**src/rtl/acc_pkg.sv**
```systemverilog
package acc_pkg;
   // Register indices; byte address on the bus is four times the index.
   localparam logic [7:0] IDX_RES_LO = 8'h78;
   localparam logic [7:0] IDX_RES_HI = 8'h79;
   localparam logic [7:0] IDX_CTL    = 8'h7A;
   localparam logic [7:0] IDX_TRIG   = 8'h7B;
   localparam logic [7:0] IDX_MUX    = 8'h7C;
   localparam logic [7:0] IDX_DIS    = 8'h7E;

   // Bit positions in conversion_control_status.
   localparam int B_EN    = 7;
   localparam int B_START = 6;
   localparam int B_ATE   = 5;
   localparam int B_FLAG  = 4;
   localparam int B_IE    = 3;
   // Bit position of left_adjust in the channel register.
   localparam int B_LAR   = 5;

   localparam logic [7:0] CTL_RST  = 8'h00;
   localparam logic [7:0] TRIG_RST = 8'h00;
   localparam logic [7:0] MUX_RST  = 8'h00;
   localparam logic [7:0] DIS_RST  = 8'h00;

   // Converter clock cycles: 25 for the first conversion, 13 otherwise.
   localparam logic [4:0] CYC_FIRST = 5'h19;
   localparam logic [4:0] CYC_NORM  = 5'h0D;

   localparam logic [3:0] CH_TEMP = 4'h8;
   localparam logic [3:0] CH_BG   = 4'hE;
   localparam logic [3:0] CH_GND  = 4'hF;
   localparam logic [2:0] TS_FREE = 3'h0;

   // Division factor of the converter clock for a prescaler code.
   function automatic logic [7:0] acc_div_of(input logic [2:0] sel);
      acc_div_of = (sel < 3'h2) ? 8'h02 : 8'(8'h01 << sel);
   endfunction : acc_div_of
endpackage : acc_pkg

```
**src/rtl/acc_conv_if.sv**
```systemverilog
interface acc_conv_if;
   logic       en;
   logic [2:0] div_sel;
   logic       tick;
   logic       start;
   logic       first;
   logic       busy;
   logic       done;

   modport pre (input en, input div_sel, output tick);
   modport seq (input en, input tick, input start, input first,
                output busy, output done);
   modport ctl (output en, output div_sel, output start, output first,
                input tick, input busy, input done);
endinterface : acc_conv_if

```
**src/rtl/acc_prescaler.sv**
```systemverilog
module acc_prescaler
   import acc_pkg::*;
(
   input  wire logic clk_i,
   input  wire logic rst_i,
   acc_conv_if.pre   cv
);
   logic [6:0] cnt_ff;
   logic       tick_ff;
   logic [7:0] lim;
   logic       wrap;

   // A shrinking division mid-count must not run the counter up to 127.
   assign lim  = acc_div_of(cv.div_sel) - 8'h01;
   assign wrap = {1'b0, cnt_ff} >= lim;

   always_ff @(posedge clk_i) begin
      if (rst_i || !cv.en) begin
         cnt_ff  <= 7'h00;
         tick_ff <= 1'b0;
      end else begin
         cnt_ff  <= wrap ? 7'h00 : cnt_ff + 7'h01;
         tick_ff <= wrap;
      end
   end

   assign cv.tick = tick_ff;

   ////////////////////////////////////////////////////////////////////////
   logic [7:0] gap_ff;
   logic       seen_ff;
   logic [2:0] sel_ff;

   always_ff @(posedge clk_i) begin
      sel_ff <= cv.div_sel;
      if (rst_i || !cv.en || sel_ff != cv.div_sel) begin
         gap_ff  <= 8'h00;
         seen_ff <= 1'b0;
      end else begin
         gap_ff  <= tick_ff ? 8'h00 : gap_ff + 8'h01;
         seen_ff <= seen_ff | tick_ff;
      end
   end
endmodule : acc_prescaler

```
**src/rtl/acc_sequencer.sv**
```systemverilog
module acc_sequencer
   import acc_pkg::*;
(
   input  wire logic clk_i,
   input  wire logic rst_i,
   acc_conv_if.seq   cv
);
   logic [4:0] cnt_ff;
   logic       busy_ff;
   logic       done_ff;
   logic       last;

   assign last = busy_ff && cv.tick && cnt_ff == 5'h01;

   always_ff @(posedge clk_i) begin
      if (rst_i || !cv.en) begin
         cnt_ff  <= 5'h00;
         busy_ff <= 1'b0;
         done_ff <= 1'b0;
      end else begin
         done_ff <= last;
         if (cv.start && !busy_ff) begin
            busy_ff <= 1'b1;
            cnt_ff  <= cv.first ? CYC_FIRST : CYC_NORM;
         end else if (busy_ff && cv.tick) begin
            cnt_ff  <= cnt_ff - 5'h01;
            busy_ff <= !last;
         end
      end
   end

   assign cv.busy = busy_ff;
   assign cv.done = done_ff;

   ////////////////////////////////////////////////////////////////////////
   logic [4:0] tcnt_ff;
   logic [4:0] tgt_ff;

   always_ff @(posedge clk_i) begin
      if (cv.start && !busy_ff) begin
         tcnt_ff <= 5'h00;
         tgt_ff  <= cv.first ? CYC_FIRST : CYC_NORM;
      end else if (busy_ff && cv.tick) begin
         tcnt_ff <= tcnt_ff + 5'h01;
      end
   end
endmodule : acc_sequencer

```
**src/rtl/acc_top.sv**
```systemverilog
// Local design decision: register access over Wishbone.
module acc_top
   import acc_pkg::*;
(
   input  wire logic        clk_i,
   input  wire logic        rst_i,
   input  wire logic        wb_cyc_i,
   input  wire logic        wb_stb_i,
   input  wire logic        wb_we_i,
   input  wire logic [9:0]  wb_adr_i,
   input  wire logic [3:0]  wb_sel_i,
   input  wire logic [31:0] wb_dat_i,
   output logic      [31:0] wb_dat_o,
   output logic             wb_ack_o,
   input  wire logic        gie_i,
   input  wire logic        irq_ack_i,
   output logic             irq_o,
   input  wire logic [6:0]  trig_flags_i,
   input  wire logic [9:0]  core_result_i,
   output logic             core_on_o,
   output logic             core_start_o,
   output logic             core_tick_o,
   output logic             core_busy_o,
   output logic      [3:0]  ch_sel_o,
   output logic      [7:0]  in_sel_o,
   output logic             temp_sel_o,
   output logic             bandgap_input_sel_o,
   output logic             gnd_sel_o,
   input  wire logic [5:0]  pin_i,
   output logic      [5:0]  pin_in_o,
   output logic      [5:0]  buffer_off_o
);
   acc_conv_if cv ();

   logic        en_ff;
   logic        ate_ff;
   logic        flag_ff;
   logic        ie_ff;
   logic [2:0]  ps_ff;
   logic        start_ff;
   logic        first_ff;
   logic [2:0]  src_ff;
   logic        lar_ff;
   logic [3:0]  ch_ff;
   logic [3:0]  ch_act_ff;
   logic [10:0] dec_ff;
   logic [5:0]  dis_ff;
   logic [9:0]  res_ff;
   logic        lock_ff;
   logic        trig_prev_ff;
   logic        irq_ff;
   logic [5:0]  pin_s1_ff;
   logic [5:0]  pin_s2_ff;
   logic [5:0]  pin_in_ff;
   logic        ack_ff;
   logic [31:0] dat_ff;

   ////////////////////////////////////////////////////////////////////////
   // Bus decode. The answer comes one cycle after the request; writes and
   // read side effects act on the edge at which the master sees ack.
   wire       req    = wb_cyc_i & wb_stb_i;
   wire [7:0] idx    = wb_adr_i[9:2];
   wire [7:0] wd     = wb_dat_i[7:0];
   wire       wr     = req & ack_ff & wb_we_i & wb_sel_i[0];
   wire       rd     = req & ack_ff & ~wb_we_i;
   wire       hit_lo = idx == IDX_RES_LO;
   wire       hit_hi = idx == IDX_RES_HI;
   wire       hit_ct = idx == IDX_CTL;
   wire       hit_tr = idx == IDX_TRIG;
   wire       hit_mx = idx == IDX_MUX;
   wire       hit_ds = idx == IDX_DIS;
   wire       ctl_wr = wr & hit_ct;
   wire       tr_wr  = wr & hit_tr;
   wire       mx_wr  = wr & hit_mx;
   wire       ds_wr  = wr & hit_ds;

   ////////////////////////////////////////////////////////////////////////
   // Starting conversions.
   wire conv_act = cv.busy | start_ff;
   wire nxt_en   = ctl_wr ? wd[B_EN] : en_ff;
   wire en_rise  = nxt_en & ~en_ff;
   // A start may share its write with the enable.
   wire sw_go    = ctl_wr & wd[B_START] & wd[B_EN];
   wire trig_raw = (src_ff == TS_FREE) ? 1'b0
                   : trig_flags_i[src_ff - 3'h1];
   // The previous level follows the selected source, so a switch to a
   // source whose flag is set looks like a rising edge.
   wire auto_go  = ate_ff & trig_raw & ~trig_prev_ff;
   wire free_go  = ate_ff & (src_ff == TS_FREE) & cv.done;
   wire go       = (sw_go | auto_go | free_go) & ~conv_act & nxt_en;

   assign cv.en      = en_ff;
   assign cv.div_sel = ps_ff;
   assign cv.start   = start_ff;
   assign cv.first   = first_ff;

   always_ff @(posedge clk_i) begin
      if (rst_i) begin
         start_ff     <= 1'b0;
         first_ff     <= 1'b0;
         trig_prev_ff <= 1'b0;
      end else begin
         start_ff     <= go;
         trig_prev_ff <= trig_raw;
         if (!nxt_en) begin
            first_ff <= 1'b0;
         end else if (en_rise) begin
            first_ff <= 1'b1;
         end else if (start_ff) begin
            first_ff <= 1'b0;
         end
      end
   end

   ////////////////////////////////////////////////////////////////////////
   // Control registers. The done flag is set by hardware with priority
   // over both clears, so a completion in the clearing cycle survives.
   wire w1c_flag = ctl_wr & wd[B_FLAG];
   wire nxt_flag = cv.done | (flag_ff & ~w1c_flag & ~irq_ack_i);

   always_ff @(posedge clk_i) begin
      if (rst_i) begin
         en_ff   <= CTL_RST[B_EN];
         ate_ff  <= CTL_RST[B_ATE];
         flag_ff <= CTL_RST[B_FLAG];
         ie_ff   <= CTL_RST[B_IE];
         ps_ff   <= CTL_RST[2:0];
      end else begin
         en_ff   <= nxt_en;
         flag_ff <= nxt_flag;
         if (ctl_wr) begin
            ate_ff <= wd[B_ATE];
            ie_ff  <= wd[B_IE];
            ps_ff  <= wd[2:0];
         end
      end
   end

   always_ff @(posedge clk_i) begin
      if (rst_i) begin
         src_ff <= TRIG_RST[2:0];
         lar_ff <= MUX_RST[B_LAR];
         ch_ff  <= MUX_RST[3:0];
         dis_ff <= DIS_RST[5:0];
      end else begin
         if (tr_wr) begin
            src_ff <= wd[2:0];
         end
         if (mx_wr) begin
            lar_ff <= wd[B_LAR];
            ch_ff  <= wd[3:0];
         end
         if (ds_wr) begin
            dis_ff <= wd[5:0];
         end
      end
   end

   ////////////////////////////////////////////////////////////////////////
   // Channel in use and its decode for the analog multiplexer.
   wire [3:0]  nxt_ch_act = conv_act ? ch_act_ff : ch_ff;
   wire [7:0]  pin_dec    = ch_act_ff[3] ? 8'h00
                            : 8'(8'h01 << ch_act_ff[2:0]);
   wire [10:0] nxt_dec    = {ch_act_ff == CH_GND, ch_act_ff == CH_BG,
                             ch_act_ff == CH_TEMP, pin_dec};

   always_ff @(posedge clk_i) begin
      if (rst_i) begin
         ch_act_ff <= MUX_RST[3:0];
         dec_ff    <= 11'h000;
      end else begin
         ch_act_ff <= nxt_ch_act;
         dec_ff    <= nxt_dec;
      end
   end

   ////////////////////////////////////////////////////////////////////////
   // Result capture. Reading the low byte locks the pair until the high
   // byte is read; a conversion ending meanwhile is dropped.
   wire nxt_lock = (rd & hit_lo) | (lock_ff & ~(rd & hit_hi));

   always_ff @(posedge clk_i) begin
      if (rst_i) begin
         res_ff  <= 10'h000;
         lock_ff <= 1'b0;
      end else begin
         lock_ff <= nxt_lock;
         if (cv.done && !lock_ff) begin
            res_ff <= core_result_i;
         end
      end
   end

   // Alignment is applied on the read path, so it follows left_adjust
   // at once.
   wire [7:0] lo_val = lar_ff ? {res_ff[1:0], 6'h00}
                       : res_ff[7:0];
   wire [7:0] hi_val = lar_ff ? res_ff[9:2]
                       : {6'h00, res_ff[9:8]};
   wire [7:0] ct_val = {en_ff, conv_act, ate_ff, flag_ff,
                        ie_ff, ps_ff};
   wire [7:0] rsel   = hit_lo ? lo_val
                     : hit_hi ? hi_val
                     : hit_ct ? ct_val
                     : hit_tr ? {5'h00, src_ff}
                     : hit_mx ? {2'h0, lar_ff, 1'b0, ch_ff}
                     : hit_ds ? {2'h0, dis_ff}
                     : 8'h00;

   always_ff @(posedge clk_i) begin
      if (rst_i) begin
         ack_ff <= 1'b0;
         dat_ff <= 32'h0000_0000;
      end else begin
         ack_ff <= req & ~ack_ff;
         if (req && !ack_ff) begin
            dat_ff <= {24'h00_0000, rsel};
         end
      end
   end

   ////////////////////////////////////////////////////////////////////////
   // Interrupt request and pin inputs.
   always_ff @(posedge clk_i) begin
      if (rst_i) begin
         irq_ff    <= 1'b0;
         pin_s1_ff <= 6'h00;
         pin_s2_ff <= 6'h00;
         pin_in_ff <= 6'h00;
      end else begin
         irq_ff    <= flag_ff & ie_ff & gie_i;
         pin_s1_ff <= pin_i;
         pin_s2_ff <= pin_s1_ff;
         pin_in_ff <= pin_s2_ff & ~dis_ff;
      end
   end

   acc_prescaler u_pre (
      .clk_i (clk_i),
      .rst_i (rst_i),
      .cv    (cv.pre)
   );

   acc_sequencer u_seq (
      .clk_i (clk_i),
      .rst_i (rst_i),
      .cv    (cv.seq)
   );

   assign wb_dat_o            = dat_ff;
   assign wb_ack_o            = ack_ff;
   assign irq_o               = irq_ff;
   assign core_on_o           = en_ff;
   assign core_start_o        = start_ff;
   assign core_tick_o         = cv.tick;
   assign core_busy_o         = cv.busy;
   assign ch_sel_o            = ch_act_ff;
   assign in_sel_o            = dec_ff[7:0];
   assign temp_sel_o          = dec_ff[8];
   assign bandgap_input_sel_o = dec_ff[9];
   assign gnd_sel_o           = dec_ff[10];
   assign pin_in_o            = pin_in_ff;
   assign buffer_off_o        = dis_ff;
endmodule : acc_top

```
**config.mk**
```make
export PLATFORM = sky130hd
export DESIGN_NAME = acc_top
export DESIGN_NICKNAME = d
export VERILOG_FILES = /design/src/rtl/acc_pkg.sv /design/src/rtl/acc_conv_if.sv /design/src/rtl/acc_prescaler.sv /design/src/rtl/acc_sequencer.sv /design/src/rtl/acc_top.sv
export SDC_FILE = /design/constraint.sdc
export NUM_CORES = 1
export LEC_CHECK = 0
export ABC_AREA = 1
export BUFFER_PORTS_ARGS = -buffer_cell sky130_fd_sc_hd__buf_4
export CORE_MARGIN = 5
export CORE_UTILIZATION = 32
export DETAILED_ROUTE_END_ITERATION = 16
export HOLD_SLACK_MARGIN = 0.03
export PLACE_DENSITY = 0.63
export SLEW_MARGIN = 20
export SYNTH_ARGS = -nofsm -noshare
export SYNTH_HDL_FRONTEND = slang
export SYNTH_SLANG_ARGS = --single-unit
export TNS_END_PERCENT = 100
```
**constraint.sdc**
```tcl
create_clock -name clk_i -period 2.89 [get_ports clk_i]
set_input_delay 0.4335 -clock clk_i [delete_from_list [all_inputs] [get_ports clk_i]]
set_output_delay 0.4335 -clock clk_i [all_outputs]
set_load 0.05 [all_outputs]
```
==> results of run 1 <==
-- Yosys cell counts (4+ instances only) --
master,n,area (um^2)
nor3_1,5,25.0
clkbuf_1,7,26.3
nand3b_1,6,45.0
buf_2,4,20.0
buf_4,24,180
nand2_1,82,308
nor2_1,93,349
nor2_2,5,31.3
a21oi_1,38,190
inv_2,4,15.0
nand3_1,40,200
ha_1,12,150
inv_1,78,293
o21ai_0,30,150
o21ai_1,12,60.1
nand4_1,12,75.1
dfxtp_1,93,1860
-- cells by family (layout without fill, tap and decap cells) --
logic type | after synthesis | count (layout) | synth area share (%)
simple gates | 259 | 259 | 27.4
buf+inv | 122 | 188 | 13.6
xor+xnor | 5 | 5 | 1.03
flops | 93 | 93 | 43.9
other cells | 2 | 25 | 0.177
fa+ha+maj | 12 | 12 | 3.54
compound gates | 85 | 85 | 10.3
-- cell type report --
cell class | count | area [um^2]
tap | 176 | 220
multi-input combinational | 386 | 1890
clock inverter | 6 | 134
fill | 1376 | 7810
timing repair buffer | 90 | 676
inverter | 82 | 308
clock buffer | 10 | 239
sequential | 93 | 1860
-- tightest hold or removal path: stages --
cell and delay (ns):
buf_4 0.07, inv_1 0.03, nor2_1 0.06
-- stage by stage --
step           worst slack (ns)  hold slack (ns)  utilization, %
3_3_place_gp              0.962            0.390            37.7
2_1_floorplan              1.27            0.388               -
5_1_grt                   0.968            0.287            40.5
4_1_cts                    1.10            0.283            40.5
6_report                   1.12            0.291            40.5
3_5_place_dp              0.938            0.393            37.7
-- flip-flops by register name (all words and copies together), names as in the netlist, 3 cells and up --
name	count
dec_ff	11
res_ff	10
wb_dat_o	8
u_pre.cnt_ff	7
buffer_off_o	6
pin_in_o	6
pin_s1_ff	6
pin_s2_ff	6
u_seq.cnt_ff	5
ch_ff	4
ch_sel_o	4
cv.div_sel	3
src_ff	3
-- per-layer routing --
metal	wire, um	up-vias	GRT usage [%]
li1	-	1947	-
met1	4830	1612	16.8
met2	4380	88	19.5
met3	667	7	4.61
met4	123	0	4.78
met5	0	-	0
-- power breakdown --
part	switching, mW	total [mW]	internal [mW]
combinational	0.173	0.247	0.0742
clock	0.491	1.45	0.956
sequential	0.00520	1.30	1.30
-- worst paths after layout --
path / slack [ns] / cells past startpoint / endpoint
worst min register to register: 0.40 / 2 / pin_s2_ff[2]$_SDFF_PP0_
worst max register to register: 1.12 / 9 / core_start_o$_SDFF_PP0_
worst min-delay path: 0.29 / 3 / pin_s1_ff[0]$_SDFF_PP0_
worst max-delay path: 1.12 / 9 / core_start_o$_SDFF_PP0_
-- placed cells by master (no fill, tap or decap) --
| master | instances |
|---|---|
| o21ai_0 | 30 |
| nand2_1 | 82 |
| buf_4 | 90 |
| nor2_4 | 3 |
| xor2_1 | 3 |
| nor2_1 | 93 |
| inv_2 | 4 |
| or2_0 | 1 |
| ha_1 | 12 |
| inv_1 | 78 |
| o21a_1 | 1 |
| nand2_2 | 3 |
| a21o_1 | 1 |
| o31ai_1 | 1 |
| xnor2_1 | 2 |
| nor2_2 | 5 |
| o211ai_1 | 1 |
| clkinv_4 | 1 |
| nand3b_1 | 6 |
| nand3_1 | 40 |
| a21oi_1 | 38 |
| nor3_1 | 5 |
| and3_1 | 2 |
| a31oi_1 | 1 |
| clkbuf_16 | 9 |
| and2_4 | 1 |
| o21ai_1 | 12 |
| nand3_2 | 3 |
| bufinv_16 | 4 |
| clkbuf_8 | 1 |
| dfxtp_1 | 93 |
| nand4_1 | 12 |
| conb_1 | 25 |
| clkinv_2 | 1 |
| or2_2 | 3 |
==> impl_metrics.yaml, run 1 <==
drt:
  routed_wl_um: 10000
  drt_iter0_drc: 218
  vias: 3654
  ant_nets: 0
  via_per_inst: 4.33
  wl_per_cell_um: 11.9
  drtPass1Iterations: 5
  drc_errors: 0
setup_path:
  path_class: "reg2reg"
  cp_cell_sequence: "inv_1, ha_1, ha_1, nand3b_1, nand3_1, nand4_1, nand2_1, nand2_1, nor2_1"
  crit_start: "src_ff[0]$_SDFFE_PP0P_"
  cp-start-kind: "flip-flop"
  worstReg2RegStart: "src_ff[0]$_SDFFE_PP0P_"
  worstSetupEndpointType: "flip-flop"
  arrival_ns: 2.05
  slowest_stage: "dfxtp_1"
  crit_family: "simple AND/OR/NAND/NOR gates"
  cp_num_buf_inv: 1
  max_stage_delay_ns: 0.46
  cp_data_required_time_ns: 3.18
  cp_max_fo: 7
synthesis:
  synth_area_um2: 4240
  avgSynthCellArea_um2: 7.33
  seq_area_frac_synth_pct: 43.9
  syn_inst: 578
  synth_seq_cells: 93
  ys_async_sr_fraction_pct: 0
  ys.flop_type: "dfxtp_1"
  yosysUniqueCellTypes: 35
  ys_warn_count: 0
  synth_edf_count: 0
power_and_ir_drop:
  leakagePower_nw: 2.41
  power.density_nw_per_um2: 563
  power_mw: 3.00
  peakVddDrop_uv: 270
clocking:
  clockBufferDepth: 2
  ctsRootBufferMaster: "clkbuf_16"
  ctsResizeCount: 0
  htreeDepth: 3
  cts.sinks: 93
  insertion_delay_ns: 0.34
  post_cts_buffers: 0
  clkSlewWorstSetupHoldPaths_ns: 0.07
  tritoncts: "built"
  postCtsHoldBufs: 0
  cts_buffers: 9
placed_design:
  dp_hpwl_um: 7610
  io_buffers: 87
  post_dp_cell_area_um2: 4950
  gp_congestion: 0.850
  post-place-cells: 827
global_routing:
  track_usage_pct: 12.8
  grt_pass1_vias: 3387
  grt-ovfl-total: 0
  antenna_found_initial: 0
  grt_max_degree: 40
  grt_pass1_wl_um: 16200
die:
  initial_utilization_pct: 32.3
  io-pin-count: 141
  die_area_um2: 15600
  die_h_um: 125
  core_um2: 13100
  row_count: 42
  die_w_um: 125
sta:
  worst_pin_slew_ns: 0.569
  maxSlewHeadroom_pct: 62.0
  setup_tns_ns: 0
  fin_skew_ns: 0.00707
  slew_viol_final: 0
  clock.fmax_mhz: 566
  setup_viol: 0
  fin_crit_sh_pct: 61.1
  fin_crit_ns: 1.77
  rsz0062_at_grt: "no"
  final_hold_viol_count: 0
min_path:
  hold_class: "in2reg"
  hp-start: "pin_i[0]"
finish:
  design_area_um2: 5330
  final_cells: 843
  syn_to_final_growth_pct: 25.6
  drive_gt1_share_pct: 19.2
  n_antenna_cell: 0
  fin_nets: 750
run:
  maxCapViolations: 0
run_status:
  status: "finished, final reports clean"
(Power assumes the default switching activity.)
==> run 2, diff against run 1 <==
PLACE_DENSITY = 0.65   (was 0.63)
clock period = 1.6 ns   (was 2.89 ns; I/O delays follow)
==> impl_metrics.yaml, run 2 (synthesis gave the netlist of run 1 again) <==
placed_design:
  post_dp_cell_area_um2: 5090
  dp_hpwl_um: 7810
  gp_congestion: 0.857
  io_buffers: 87
power_and_ir_drop:
  peakVddDrop_uv: 547
  power.density_nw_per_um2: 936
  power_mw: 5.11
  leakagePower_nw: 2.48
die:
  die_area_um2: 15600
  core_um2: 13100
  initial_utilization_pct: 32.3
  die_w_um: 125
  die_h_um: 125
  io-pin-count: 141
  row_count: 42
clocking:
  cts_buffers: 9
  ctsRootBufferMaster: "clkbuf_16"
  postCtsHoldBufs: 0
  htreeDepth: 3
  clkSlewWorstSetupHoldPaths_ns: 0.07
  clockBufferDepth: 2
  cts.sinks: 93
  insertion_delay_ns: 0.34
  tritoncts: "built"
sta:
  slew_viol_final: 0
  final_hold_viol_count: 0
  fin_skew_ns: 0.00571
  fin_crit_ns: 1.47
  setup_viol: 0
  clock.fmax_mhz: 679
  setup_tns_ns: 0
  fin_crit_sh_pct: 92.1
finish:
  syn_to_final_growth_pct: 28.6
  drive_gt1_share_pct: 22.4
  n_antenna_cell: 0
  design_area_um2: 5450
  layout_commonest_cell: "buf_4"
  fin_util_pct: 41.5
  fin_nets: 767
  top_register: "dec_ff"
  fillCellCount: 1366
  final_cell_mix: "buf_4 (105), nor2_1 (92), dfxtp_1 (89)"
  largest_register_ffs: 11
setup_path:
  cp_data_required_time_ns: 1.83
  r2r-end: "u_pre.cnt_ff[6]$_SDFF_PP0_"
  rrSetupSlack_ns: 0.13
  arrival_ns: 1.71
  cp_max_fo: 7
  cp-start-kind: "flip-flop"
  setup.worst_path.end: "u_pre.cnt_ff[6]$_SDFF_PP0_"
  crit_start: "cv.div_sel[2]$_SDFFE_PP0N_"
  path_class: "reg2reg"
  worstSetupEndpointType: "flip-flop"
  r2r_cells: 7
  worstReg2RegStart: "cv.div_sel[2]$_SDFFE_PP0N_"
global_routing:
  antenna_found_initial: 0
  grt_max_degree: 40
  track_usage_pct: 13.0
  grt_pass1_vias: 3497
  grt-ovfl-total: 0
  grt_pass1_wl_um: 16600
drt:
  ant_nets: 0
  drt_iter0_drc: 215
  via_per_inst: 4.34
  drtPass1Iterations: 4
  wl_per_cell_um: 11.9
  routed_wl_um: 10200
  vias: 3729
  drc_errors: 0
min_path:
  hold_class: "in2reg"
run:
  maxCapViolations: 0
run_status:
  status: "finished, final reports clean"
[run 2: metrics by stage]
| step | setup slack (ns) | hold WS, ns | std cells |
|---|---|---|---|
| CTS | 0.0107 | 0.0879 | 859 |
| finish | 0.127 | 0.103 | 860 |
| global route | -0.0139 | 0.0967 | 860 |
| floorplan | 0.0520 | 0.347 | 601 |
| detailed placement | 0.0289 | 0.392 | 843 |
| global placement | 0.0780 | 0.389 | 843 |
[run 2: final cells by class]
class / count / area, um^2 / share of cell area, %
sequential: 93 / 1870 / 34.3
clock buffer: 10 / 239 / 4.38
timing repair buffer: 107 / 820 / 15.0
clock inverter: 6 / 86.3 / 1.58
multi-input combinational: 386 / 1910 / 35.0
tap: 176 / 220 / 4.04
inverter: 82 / 308 / 5.64
[run 2: power breakdown]
part	switching [mW]	internal [mW]
logic	0.314	0.143
registers	0.00982	2.34
clock network	0.890	1.41
[run 2: repair_timing]
action	4_1_cts	5_1_grt
endpoints found under the setup margin	0	9
buffers inserted	0	1
resized for setup	0	11
[run 2: per-layer routing]
| metal | vias up | track usage [%] | routed length [um] |
|---|---|---|---|
| li1 | 1987 | - | - |
| met1 | 1614 | 17.4 | 4950 |
| met2 | 120 | 19.9 | 4410 |
| met3 | 8 | 4.52 | 715 |
| met4 | 0 | 4.02 | 141 |
| met5 | - | 0 | 0 |
[run 2: worst max-delay path: stages, from the launching register on]
cell and delay (ns):
dfxtp_4 0.37, nand3_1 0.09, ha_1 0.30, and3_1 0.17, nand4_1 0.12, nand4_1 0.14, buf_6 0.13, nor2_1 0.04
[run 2: how the worst min path moves through the flow]
stage | from | endpoint | slack (ns) | depth (start not counted)
floorplan | pin_i[0] | pin_s1_ff[0]$_SDFF_PP0_ | 0.35 | 2
global placement | pin_s1_ff[3]$_SDFF_PP0_ | pin_s2_ff[3]$_SDFF_PP0_ | 0.39 | 2
detailed placement | pin_s1_ff[3]$_SDFF_PP0_ | pin_s2_ff[3]$_SDFF_PP0_ | 0.39 | 2
CTS | pin_i[4] | pin_s1_ff[4]$_SDFF_PP0_ | 0.09 | 3
global route | pin_i[0] | pin_s1_ff[0]$_SDFF_PP0_ | 0.1 | 3
finish | pin_i[2] | pin_s1_ff[2]$_SDFF_PP0_ | 0.10 | 3
